===== config.mk =====
export PLATFORM = sky130hd
export DESIGN_NAME = scg_system_clock_generation_unit
export DESIGN_NICKNAME = d
export VERILOG_FILES = /design/src/scg_pkg.sv /design/src/scg_system_clock_generation_unit.sv
export SDC_FILE = /design/constraint.sdc
export NUM_CORES = 1
export LEC_CHECK = 0
export BUFFER_PORTS_ARGS = -buffer_cell sky130_fd_sc_hd__buf_2
export CAP_MARGIN = 15
export CORE_MARGIN = 2
export CORE_UTILIZATION = 40
export CTS_CLUSTER_DIAMETER = 30
export DETAILED_ROUTE_END_ITERATION = 8
export GPL_TIMING_DRIVEN = 0
export PLACE_DENSITY = 0.68
export SETUP_SLACK_MARGIN = 0.05
export SYNTH_ARGS = -nofsm -noshare
export SYNTH_HDL_FRONTEND = slang
export SYNTH_SLANG_ARGS = --single-unit

===== constraint.sdc =====
create_clock -name clock -period 2.5 [get_ports clock]
set_clock_uncertainty 0.15 [all_clocks]
set_input_delay 0 -clock clock [delete_from_list [all_inputs] [get_ports clock]]
set_output_delay 0 -clock clock [all_outputs]
set_load 0.01 [all_outputs]

===== src/scg_pkg.sv =====
// Constants, field layouts and helper functions for the system clock generation unit.
`default_nettype none
package scg_pkg;
	localparam int unsigned ADDR_W = 5;
	localparam int unsigned NUM_BUS_OUT = 5;
	localparam int unsigned NUM_UNITS = 7;
	localparam int unsigned NUM_LCLK = 3;
	localparam int unsigned CPU_SEL_W = 7;
	localparam logic [4:0] OFF_OUTPUT_CLOCK_CONTROL = 5'h00;
	localparam logic [4:0] OFF_SYSTEM_CLOCK_CONTROL = 5'h04;
	localparam logic [4:0] OFF_LOCAL_BUS_RATIO = 5'h08;
	localparam logic [4:0] OFF_RESET_CONFIG_WORD_LOW = 5'h0C;
	localparam logic [4:0] OFF_CLOCK_STATUS = 5'h10;
	localparam logic [1:0] UCM_OFF = 2'h0;
	localparam logic [1:0] UCM_FULL = 2'h1;
	localparam logic [1:0] UCM_HALF = 2'h2;
	localparam logic [1:0] UCM_THIRD = 2'h3;
	localparam logic [1:0] UCM_RESET = UCM_THIRD;
	localparam logic [1:0] LBDIV_2 = 2'h0;
	localparam logic [1:0] LBDIV_4 = 2'h1;
	localparam logic [1:0] LBDIV_8 = 2'h2;
	localparam logic [1:0] LBDIV_RESET = LBDIV_8;
	localparam logic [4:0] OCC_RESET = 5'h1F;
	localparam logic [2:0] LOCK_EDGES = 3'h4;
	localparam logic [31:0] RCW_HARD_CODED = 32'h0402_0000;
	localparam logic [31:0] RCW_RESET = 32'h0000_0000;

	typedef struct packed {
		logic local_bus_clock_mode;
		logic memory_clock_mode;
		logic [1:0] oscillator_divider_select;
		logic [3:0] system_pll_multiplier;
		logic rsv_hi;
		logic [6:0] cpu_pll_select;
		logic [15:0] rsv_lo;
	} scg_rcw_t;

	typedef struct packed {
		logic [17:0] zero;
		logic sync_locked;
		logic host_mode;
		logic reference_halve;
		logic vco_double;
		logic mult_reserved;
		logic [3:0] vco_divide;
		logic [4:0] csb_ratio;
	} scg_status_t;

	// Divide-by-four, eight, two and one for codes 00, 01, 10 and 11.
	function automatic logic [3:0] vco_divide_of(input logic [1:0] code);
		case (code)
			2'h0: vco_divide_of = 4'h4;
			2'h1: vco_divide_of = 4'h8;
			2'h2: vco_divide_of = 4'h2;
			default: vco_divide_of = 4'h1;
		endcase
	endfunction

	// Last count of a unit divider: full, half, third.
	function automatic logic [1:0] unit_last_count(input logic [1:0] mode);
		case (mode)
			UCM_HALF: unit_last_count = 2'h1;
			UCM_THIRD: unit_last_count = 2'h2;
			default: unit_last_count = 2'h0;
		endcase
	endfunction

	// Last tick count of each half period of the local bus clock.
	function automatic logic [1:0] lb_half_last(input logic [1:0] code);
		case (code)
			LBDIV_2: lb_half_last = 2'h0;
			LBDIV_4: lb_half_last = 2'h1;
			default: lb_half_last = 2'h3;
		endcase
	endfunction
endpackage
`default_nettype wire


===== src/scg_system_clock_generation_unit.sv =====
// System clock generation unit: reference select, bus clock outputs, ratios and unit gating.
//
// Added by the designer: the Avalon-MM slave port and the register addresses.
`timescale 1ns/1ps
`default_nettype none
module scg_system_clock_generation_unit
(
	input wire logic clock,
	input wire logic sys_rst,
	input wire logic clk_en,
	input wire logic host_mode_strap,
	input wire logic host_reference_input,
	input wire logic agent_bus_clock_input,
	input wire logic reference_halve_strap,
	input wire logic sync_return_input,
	input wire logic hard_coded_select,
	input wire logic [31:0] reset_config_word_pins,
	input wire logic [scg_pkg::ADDR_W-1:0] avs_address,
	input wire logic avs_read,
	input wire logic avs_write,
	input wire logic [31:0] avs_writedata,
	output logic [31:0] avs_readdata,
	output logic avs_waitrequest,
	output logic sync_clock_output,
	output logic [scg_pkg::NUM_BUS_OUT-1:0] bus_clock_outputs,
	output logic memory_bus_clock,
	output logic memory_bus_clock_n,
	output logic [scg_pkg::NUM_LCLK-1:0] local_bus_clock_outputs,
	output logic [scg_pkg::NUM_UNITS-1:0] unit_clock_enables,
	output logic [scg_pkg::CPU_SEL_W-1:0] cpu_pll_select,
	output logic [4:0] csb_ratio
);
	logic [1:0] host_ref_s_q;
	logic [1:0] bus_clk_s_q;
	logic [1:0] sync_ret_s_q;
	logic [1:0] host_mode_s_q;
	logic [1:0] halve_s_q;
	logic [1:0] hard_s_q;
	logic [31:0] rcw_s1_q;
	logic [31:0] rcw_s2_q;
	logic [2:0] settle_q;
	logic host_mode_q;
	logic halve_q;
	scg_pkg::scg_rcw_t rcw_q;
	logic [scg_pkg::NUM_BUS_OUT-1:0] occ_q;
	logic [2*scg_pkg::NUM_UNITS-1:0] unit_modes_q;
	logic [1:0] lbdiv_q;
	logic prim_prev_q;
	logic ref_half_q;
	logic sync_out_q;
	logic [scg_pkg::NUM_BUS_OUT-1:0] bus_out_q;
	logic [1:0] ret_prev_q;
	logic [2:0] ret_edges_q;
	logic locked_q;
	logic csb_phase_q;
	logic mem_clk_q;
	logic mem_clk_n_q;
	logic [1:0] lb_cnt_q;
	logic [1:0] lb_active_q;
	logic lb_clk_q;
	logic [1:0] unit_cnt_q [scg_pkg::NUM_UNITS];
	logic [1:0] unit_mode_q [scg_pkg::NUM_UNITS];
	logic [scg_pkg::NUM_UNITS-1:0] unit_en_q;
	logic [31:0] readdata_q;
	logic waitrequest_q;
	logic primary;
	logic csb_tick;
	logic ddr_tick;
	logic lbiu_tick;
	logic [3:0] pll_mult;
	logic [4:0] ratio;
	scg_pkg::scg_status_t status;

	// Pin inputs pass two flip-flops before any logic reads them.
	always_ff @(posedge clock)
	begin
		if (sys_rst)
		begin
			host_ref_s_q <= 2'h0;
			bus_clk_s_q <= 2'h0;
			sync_ret_s_q <= 2'h0;
			host_mode_s_q <= 2'h0;
			halve_s_q <= 2'h0;
			hard_s_q <= 2'h0;
			rcw_s1_q <= 32'h0000_0000;
			rcw_s2_q <= 32'h0000_0000;
		end
		else if (clk_en)
		begin
			host_ref_s_q <= {host_ref_s_q[0], host_reference_input};
			bus_clk_s_q <= {bus_clk_s_q[0], agent_bus_clock_input};
			sync_ret_s_q <= {sync_ret_s_q[0], sync_return_input};
			host_mode_s_q <= {host_mode_s_q[0], host_mode_strap};
			halve_s_q <= {halve_s_q[0], reference_halve_strap};
			hard_s_q <= {hard_s_q[0], hard_coded_select};
			rcw_s1_q <= reset_config_word_pins;
			rcw_s2_q <= rcw_s1_q;
		end
	end

	// Straps and the reset word are caught once, when both synchroniser stages hold the pins.
	always_ff @(posedge clock)
	begin
		if (sys_rst)
		begin
			settle_q <= 3'h0;
			host_mode_q <= 1'b0;
			halve_q <= 1'b0;
			rcw_q <= scg_pkg::RCW_RESET;
		end
		else if (clk_en)
		begin
			settle_q <= {settle_q[1:0], 1'b1};
			if (settle_q == 3'h3)
			begin
				host_mode_q <= host_mode_s_q[1];
				halve_q <= halve_s_q[1];
				rcw_q <= hard_s_q[1] ? scg_pkg::RCW_HARD_CODED : rcw_s2_q;
			end
		end
	end
	assign primary = host_mode_q ? host_ref_s_q[1] : bus_clk_s_q[1];
	// Reference divider and sync output selection.
	always_ff @(posedge clock)
	begin
		if (sys_rst)
		begin
			prim_prev_q <= 1'b0;
			ref_half_q <= 1'b0;
			sync_out_q <= 1'b0;
			bus_out_q <= '0;
		end
		else if (clk_en)
		begin
			prim_prev_q <= primary;
			if (primary && !prim_prev_q)
			begin
				ref_half_q <= !ref_half_q;
			end
			sync_out_q <= halve_q ? ref_half_q : primary;
			bus_out_q <= occ_q & {scg_pkg::NUM_BUS_OUT{halve_q ? ref_half_q : primary}};
		end
	end

	// Sync return edges confirm that the feedback loop is closed.
	always_ff @(posedge clock)
	begin
		if (sys_rst)
		begin
			ret_prev_q <= 2'h0;
			ret_edges_q <= 3'h0;
			locked_q <= 1'b0;
		end
		else if (clk_en)
		begin
			ret_prev_q <= {ret_prev_q[0], sync_ret_s_q[1]};
			if (ret_prev_q[0] && !ret_prev_q[1] && !locked_q)
			begin
				ret_edges_q <= ret_edges_q + 3'h1;
			end
			locked_q <= locked_q || ret_edges_q == scg_pkg::LOCK_EDGES;
		end
	end

	// Multiplier decoding and derived ratios.
	always_comb
	begin
		pll_mult = (rcw_q.system_pll_multiplier < 4'h2) ? 4'h0 : rcw_q.system_pll_multiplier;
		ratio = halve_q ? {pll_mult, 1'b0} : {1'b0, pll_mult};
		status = '0;
		status.sync_locked = locked_q;
		status.host_mode = host_mode_q;
		status.reference_halve = halve_q;
		status.vco_double = rcw_q.memory_clock_mode | rcw_q.local_bus_clock_mode;
		status.mult_reserved = (pll_mult == 4'h0);
		status.vco_divide = scg_pkg::vco_divide_of(rcw_q.oscillator_divider_select);
		status.csb_ratio = ratio;
	end

	// The clock runs at twice the system bus rate; the bus tick is every other cycle.
	assign csb_tick = csb_phase_q;
	assign ddr_tick = rcw_q.memory_clock_mode | csb_tick;
	assign lbiu_tick = rcw_q.local_bus_clock_mode | csb_tick;

	always_ff @(posedge clock)
	begin
		if (sys_rst)
		begin
			csb_phase_q <= 1'b0;
			mem_clk_q <= 1'b0;
			mem_clk_n_q <= 1'b1;
		end
		else if (clk_en)
		begin
			csb_phase_q <= !csb_phase_q;
			if (ddr_tick)
			begin
				mem_clk_q <= !mem_clk_q;
				mem_clk_n_q <= mem_clk_q;
			end
		end
	end

	// Local bus clock divider; a new ratio takes effect only at a low-phase boundary.
	always_ff @(posedge clock)
	begin
		if (sys_rst)
		begin
			lb_cnt_q <= 2'h0;
			lb_active_q <= scg_pkg::LBDIV_RESET;
			lb_clk_q <= 1'b0;
		end
		else if (clk_en && lbiu_tick)
		begin
			if (lb_cnt_q == scg_pkg::lb_half_last(lb_active_q))
			begin
				lb_cnt_q <= 2'h0;
				lb_clk_q <= !lb_clk_q;
				if (lb_clk_q)
				begin
					lb_active_q <= lbdiv_q;
				end
			end
			else
			begin
				lb_cnt_q <= lb_cnt_q + 2'h1;
			end
		end
	end

	// Per-unit clock enables; mode changes wait for the end of a whole period.
	always_ff @(posedge clock)
	begin
		if (sys_rst)
		begin
			unit_en_q <= '0;
			for (int i = 0; i < scg_pkg::NUM_UNITS; i++)
			begin
				unit_cnt_q[i] <= 2'h0;
				unit_mode_q[i] <= scg_pkg::UCM_RESET;
			end
		end
		else if (clk_en)
		begin
			for (int i = 0; i < scg_pkg::NUM_UNITS; i++)
			begin
				unit_en_q[i] <= csb_tick && unit_cnt_q[i] == 2'h0 &&
					unit_mode_q[i] != scg_pkg::UCM_OFF;
				if (csb_tick)
				begin
					if (unit_cnt_q[i] >= scg_pkg::unit_last_count(unit_mode_q[i]))
					begin
						unit_cnt_q[i] <= 2'h0;
						unit_mode_q[i] <= unit_modes_q[2*i +: 2];
					end
					else
					begin
						unit_cnt_q[i] <= unit_cnt_q[i] + 2'h1;
					end
				end
			end
		end
	end

	// Software registers.
	always_ff @(posedge clock)
	begin
		if (sys_rst)
		begin
			occ_q <= scg_pkg::OCC_RESET;
			unit_modes_q <= {scg_pkg::NUM_UNITS{scg_pkg::UCM_RESET}};
			lbdiv_q <= scg_pkg::LBDIV_RESET;
		end
		else if (clk_en && avs_write && !waitrequest_q)
		begin
			case (avs_address)
				scg_pkg::OFF_OUTPUT_CLOCK_CONTROL:
				begin
					occ_q <= avs_writedata[scg_pkg::NUM_BUS_OUT-1:0];
				end
				scg_pkg::OFF_SYSTEM_CLOCK_CONTROL:
				begin
					unit_modes_q <= avs_writedata[2*scg_pkg::NUM_UNITS-1:0];
				end
				scg_pkg::OFF_LOCAL_BUS_RATIO:
				begin
					lbdiv_q <= avs_writedata[1:0];
				end
				default: ;
			endcase
		end
	end

	// Avalon slave: one wait state, then the answer stands for one cycle.
	always_ff @(posedge clock)
	begin
		if (sys_rst)
		begin
			waitrequest_q <= 1'b1;
			readdata_q <= 32'h0000_0000;
		end
		else if (clk_en)
		begin
			waitrequest_q <= 1'b1;
			if ((avs_read || avs_write) && waitrequest_q)
			begin
				waitrequest_q <= 1'b0;
				case (avs_address)
					scg_pkg::OFF_OUTPUT_CLOCK_CONTROL:
						readdata_q <= {{(32-scg_pkg::NUM_BUS_OUT){1'b0}}, occ_q};
					scg_pkg::OFF_SYSTEM_CLOCK_CONTROL:
						readdata_q <= {{(32-2*scg_pkg::NUM_UNITS){1'b0}}, unit_modes_q};
					scg_pkg::OFF_LOCAL_BUS_RATIO:
						readdata_q <= {30'h0000_0000, lbdiv_q};
					scg_pkg::OFF_RESET_CONFIG_WORD_LOW:
						readdata_q <= rcw_q;
					scg_pkg::OFF_CLOCK_STATUS:
						readdata_q <= status;
					default:
						readdata_q <= 32'h0000_0000;
				endcase
			end
		end
	end

	// Registered status outputs.
	logic [scg_pkg::CPU_SEL_W-1:0] cpu_sel_q;
	logic [4:0] ratio_q;
	always_ff @(posedge clock)
	begin
		if (sys_rst)
		begin
			cpu_sel_q <= '0;
			ratio_q <= 5'h00;
		end
		else if (clk_en)
		begin
			cpu_sel_q <= rcw_q.cpu_pll_select;
			ratio_q <= ratio;
		end
	end
	assign avs_readdata = readdata_q;
	assign avs_waitrequest = waitrequest_q;
	assign sync_clock_output = sync_out_q;
	assign bus_clock_outputs = bus_out_q;
	assign memory_bus_clock = mem_clk_q;
	assign memory_bus_clock_n = mem_clk_n_q;
	assign local_bus_clock_outputs = {scg_pkg::NUM_LCLK{lb_clk_q}};
	assign unit_clock_enables = unit_en_q;
	assign cpu_pll_select = cpu_sel_q;
	assign csb_ratio = ratio_q;
endmodule // scg_system_clock_generation_unit
`default_nettype wire


Word level (Yosys, flattened, before mapping)
Memories as Yosys holds them, arrays and structs flattened.
Cells that the tools add are included.
{ "word_totals": {"ff_bits": 208, "mem_bits_rw": 28, "in_bits": 80, "elab_cells": 299, "mem_count": 2} }
{ "memory_table": {"columns": ["memory", "depth", "word_bits", "rd", "rd_clocked_by_memory_dff", "write_ports", "line_no", "rtl"], "rows": [
  ["unit_cnt_q", 7, 2, 7, 0, 7, "scg_system_clock_generation_unit.sv:61", "logic [1:0] unit_cnt_q [scg_pkg::NUM_UNITS];"],
  ["unit_mode_q", 7, 2, 7, 0, 7, "scg_system_clock_generation_unit.sv:62", "logic [1:0] unit_mode_q [scg_pkg::NUM_UNITS];"]
]} }
{ "op_classes": {"add_sub_neg": 9, "n_lt_le_gt_ge": 8, "n_eq_ne": 24, "n_mux": 133, "bitwise_logic": 25, "reduce_logical": 59} }
{ "ops": {"columns": ["op", "n"], "rows": [
  ["$pmux 32 s5", 1],
  ["$mux 2", 45],
  ["$mux 1", 75],
  ["$mux 32", 1],
  ["$pmux 2 s2", 8],
  ["$eq 2x2->1 const B", 15],
  ["$or 1x1->1", 24],
  ["$logic_and 1x1->1", 21],
  ["$logic_not 2->1", 9],
  ["$reduce_and 2->1", 9],
  ["$add 2x1->2 const B", 8],
  ["$ge 2x2->1", 7],
  ["$reduce_bool 2->1", 7],
  ["$pmux 4 s3", 1],
  ["$eq 5x4->1 const B", 2],
  ["$logic_not 1->1", 8],
  ["$and 5x5->5", 1],
  ["$eq 5x3->1 const B", 1],
  ["$eq 5x5->1 const B", 1],
  ["$logic_not 5->1", 1],
  ["$mux 5", 1],
  ["$eq 2x1->1 const B", 2],
  ["$logic_not 4->1", 1],
  ["$lt 4x2->1 const B", 1],
  ["other kinds (7)", 8]
]} }

Longest topological paths before layout
An unclocked memory read counts as a cell.
{ "depth": {"depth_word": 14, "ltp_mapped": 7, "mapped_depth_nobuf": 5} }

Least setup slack after synthesis
Ideal clock, no wire load.
{ "synth_path": {"path_kind": "register to register", "from": "register waitrequest_q, in the netlist avs_waitrequest", "to": "register readdata_q[4], in the netlist avs_readdata[4]", "setup_time_ns": 0.074, "arrival_ns": 1.551, "required_ns": 2.276, "path_slack_ns": 0.725, "stages_incl_launch_ff": 5, "path_buffers": 0, "path_cell_list": "dfxtp_1 -> o211ai_2 -> or4b_4 -> or2_2 -> o21ai_0"} }
{ "synth_between": {"elab_chain_cells": 2} }
{ "synth_lines": {"columns": ["element", "line_no", "rtl"], "rows": [
  ["start, declared", "scg_system_clock_generation_unit.sv:65", "logic waitrequest_q;"],
  ["start signal, assigned", "scg_system_clock_generation_unit.sv:299", "waitrequest_q <= 1'b1;"],
  ["start signal, assigned", "scg_system_clock_generation_unit.sv:304", "waitrequest_q <= 1'b1;"],
  ["start signal, assigned", "scg_system_clock_generation_unit.sv:307", "waitrequest_q <= 1'b0;"],
  ["$logic_and 1x1->1", "scg_system_clock_generation_unit.sv:305", "if ((avs_read || avs_write) && waitrequest_q)"],
  ["$reduce_and 2->1 (no source line)", null, null],
  ["end signal, assigned", "scg_system_clock_generation_unit.sv:310", "readdata_q <= {{(32-scg_pkg::NUM_BUS_OUT){1'b0}}, occ_q};"],
  ["end signal, assigned", "scg_system_clock_generation_unit.sv:312", "readdata_q <= {{(32-2*scg_pkg::NUM_UNITS){1'b0}}, unit_modes_q};"],
  ["end signal, assigned", "scg_system_clock_generation_unit.sv:314", "readdata_q <= {30'h0000_0000, lbdiv_q};"],
  ["end, declared", "scg_system_clock_generation_unit.sv:64", "logic [31:0] readdata_q;"]
]} }
No other way between the ends.
A chain may end at the register's enable or synchronous reset.

Final worst setup path
{ "layout_path": {"from": "register waitrequest_q, in the netlist avs_waitrequest", "to": "register unit_modes_q[7] (netlist bit)"} }
{ "layout_between": {"elab_chain_cells": 3} }
{ "layout_lines": {"columns": ["element", "line_no", "rtl"], "rows": [
  ["$logic_not 1->1", "scg_system_clock_generation_unit.sv:274", "else if (clk_en && avs_write && !waitrequest_q)"],
  ["$logic_and 1x1->1", "scg_system_clock_generation_unit.sv:274", null],
  ["$reduce_and 2->1 (no source line)", null, null],
  ["end signal, assigned", "scg_system_clock_generation_unit.sv:271", "unit_modes_q <= {scg_pkg::NUM_UNITS{scg_pkg::UCM_RESET}};"],
  ["end signal, assigned", "scg_system_clock_generation_unit.sv:283", "unit_modes_q <= avs_writedata[2*scg_pkg::NUM_UNITS-1:0];"],
  ["end, declared", "scg_system_clock_generation_unit.sv:46", "logic [2*scg_pkg::NUM_UNITS-1:0] unit_modes_q;"]
]} }
No other way between the ends.

==> flow_summary.json <==
{
  "cp-start-kind": "flip-flop",
  "power_mw": 10.82,
  "drt-total-wl_microns": 26400,
  "cts_inserted_buffers": 47,
  "critPathKind": "flip-flop to flip-flop",
  "swShare_pct": 23.05,
  "crit_chain": "nand3b_1, or3_1, buf_4, nand2_1, nand3b_1, dlygate4sd3_1",
  "vias": 8024,
  "drt-wirelength-per-cell_microns": 16.53,
  "grt_max_degree": 13,
  "final_nets": 1343,
  "crit_path_end_kind": "flip-flop",
  "peakVddDrop_uv": 456.7,
  "ys_ff_latch": 236,
  "root_buffer": "clkbuf_16",
  "vias_per_cell": 5.024,
  "clock_latency_ns": 0.53,
  "power_switching_mw": 2.494,
  "avgSynthCellArea_sq_um": 9.731,
  "drtPass1Iterations": 5,
  "cts_tree": "done",
  "cts_sinks": 236,
  "fin_cells": 1597,
  "drt_iter0_markers": 588,
  "post-place-cells": 1429,
  "drv_cap": 0,
  "clock_power_share_pct": 57.5,
  "ant_nets": 0,
  "drive_above_1_share_pct": 18.62,
  "leakage_nw": 5.549,
  "synth.most_common_cell": "dfxtp_1",
  "crit_required_ns": 2.76,
  "critPathMaxFanout": 10,
  "clk_pin_slew_ns": 0.05,
  "htree_levels": 2,
  "yosysSeqAreaShare_pct": 52.00,
  "grt_use_total_pct": 20.45,
  "status": "complete, no violations",
  "internal_power_mw": 8.326,
  "critPathSlowestCell": "dlygate4sd3_1",
  "setup_viol": 0,
  "antenna_found_initial": 0,
  "gp_congestion": 0.8488,
  "synth_nets": 1092,
  "hp-start": "avs_address[2]",
  "fin_ws_ns": 0.1255,
  "clock_path_buffers": 3,
  "yosys.area.top_type": "dfxtp_1",
  "final_area_sq_um": 13070,
  "die_area_sq_um": 25320,
  "hold_path.class": "input port to flip-flop",
  "rsz0062_at_grt": "true",
  "fp-row-count": 56,
  "power_density_nw_per_um2": 827.7,
  "dp_slack_ns": 0.2673,
  "fin_crit_ns": 2.375,
  "post-synth-top-area-fraction_pct": 43.27,
  "synth_area_sq_um": 9624,
  "crit_path_start": "avs_waitrequest",
  "worst_pin_slew_ns": 1.078,
  "num_io_pins": 143,
  "grt_overflow": 0,
  "slew_viol_final": 0,
  "arrival_ns": 2.63,
  "pwr-share-comb_pct": 5.6,
  "synth_cells": 989,
  "post-route-drc-count": 0,
  "relSlewSlack_pct": 27.13,
  "r2r-start": "avs_waitrequest",
  "antenna_cells": 0,
  "die_y_microns": 159.1,
  "synth-async-reset-ratio_pct": 0,
  "start_util_pct": 40.88,
  "cp_slowest_stage_delay_ns": 0.59,
  "syn_to_final_growth_pct": 35.83,
  "place_area_sq_um": 10630,
  "synthTopCellsByArea": "dfxtp_1 (43%), mux2i_1 (11%), edfxtp_1 (8.7%)",
  "synth_edf_count": 28,
  "fmax_ghz": 0.4211,
  "dpl.hpwl_microns": 18570,
  "fin_crit_sh_pct": 94.98,
  "crit_top_cell": "nand3b_1",
  "netlist_top_cells_count": "dfxtp_1 (208), nor2_1 (179), mux2i_1 (104)",
  "ys.flop_type": "dfxtp_1",
  "p_seq_share_pct": 36.9,
  "grt_pass1_wl_microns": 41850,
  "yosys_warnings": 0,
  "grt_pass1_vias": 7935,
  "synth_cell_type_count": 56,
  "hold_viol_final": 0,
  "fillerInstances": 2121,
  "setup_tns_ns": 0,
  "chipWidth_microns": 159.1,
  "coreArea_sq_um": 23540,
  "io_buffers": 121
}
state kept, by name, summed over array words and instances (netlist names), 3 cells and up:
signal,flops
unit_clock_enables,7
ret_edges_q,3
rcw_s2_q,32
bus_clock_outputs,5
unit_cnt_q,14
settle_q,3
unit_mode_q,14
cpu_pll_select,7
rcw_q,32
avs_readdata,32
occ_q,5
unit_modes_q,14
csb_ratio,5
rcw_s1_q,32
path summary, 6_finish.rpt:
path | endpoint | slack [ns] | cells after the start
setup / recovery | unit_modes_q[7] | 0.13 | 6
hold / removal | avs_readdata[7] | 0.05 | 5
setup reg to reg | unit_modes_q[7] | 0.13 | 6
hold reg to reg | unit_clock_enables[4] | 0.31 | 2
cell type report:
class,count,area [sq um],area share (%)
flip-flops and latches,236,5005,38.28
multi-input cells,656,4217,32.26
repair buffers,203,1426,10.91
clock buffers,62,1378,10.54
well taps,319,399.1,3.053
plain buffers,69,306.5,2.345
clock inverters,25,240.2,1.838
inverters,27,101.3,0.7753
timing repair:
action / CTS / global route
endpoints found under the hold margin: 76 / 0
hold buffers: 82 / 0
buffers inserted: 0 / 0
setup endpoints to repair: 0 / 5
resized for setup: 0 / 3
power by group through the flow:
stage	clock network (mW)	logic (mW)	registers (mW)
after global routing	6.48	0.667	4.00
final	6.22	0.608	3.99
after detailed placement	0	0.524	4.07
after CTS	6.27	0.607	3.99
after floorplan	0	0.341	4.05
after global placement	0	0.512	4.06
cell families (layout without fill, tap and decap cells):
kind of cell             after synthesis  after routing  synth area share [%]
AND/OR/NAND/NOR                      371            371                 18.82
XOR/XNOR                               7              7                0.6370
buffers and inverters                 97            386                 4.251
flip-flops                           236            236                 52.00
multiplexers                         108            108                 11.28
adder cells (fa/ha/maj)               23             23                 2.990
AO/OA/AOI/OAI                        147            147                 10.01
stage by stage:
step | util, % | hold slack, ns
2_1_floorplan | - | -0.03214
3_3_place_gp | 45.15 | 0.08268
3_5_place_dp | 45.15 | 0.08985
4_1_cts | 55.51 | 0.003583
5_1_grt | 55.53 | 0.08682
6_report | 55.53 | 0.05383
placed cells by master (no fill, tap or decap), types with 7 or more instances in the layout:
cell type / instances
a211o_1: 7
a21oi_1: 56
a22oi_1: 23
and3_1: 15
buf_2: 134
clkbuf_1: 49
clkbuf_16: 51
clkinvlp_4: 7
dfxtp_1: 208
dlygate4sd3_1: 82
edfxtp_1: 28
ha_1: 23
inv_1: 26
mux2i_1: 104
nand2_1: 62
nand2b_1: 16
nand3b_1: 16
nor2_1: 179
nor2b_1: 11
nor3_1: 8
nor3b_1: 33
o211ai_1: 7
o21ai_0: 13
o21bai_1: 7
or3_1: 13
metal layers:
metal | part of all wire [%] | global-route usage (%) | up-vias | wire [microns]
met2 | 46 | 34.66 | 224 | 12240
met5 | 0 | 0 | - | 0
met1 | 46 | 26.51 | 3790 | 12190
met4 | 2.4 | 6.570 | 0 | 643
met3 | 5.1 | 3.673 | 53 | 1336
li1 | - | - | 3957 | -
critical path: cells and delay by family (launching register included):
family	cells	cell delay, ns
buf+inv	2	0.81
simple gates	4	0.95
flops	1	0.36
Note: power is estimated with default switching activity, not from simulation.
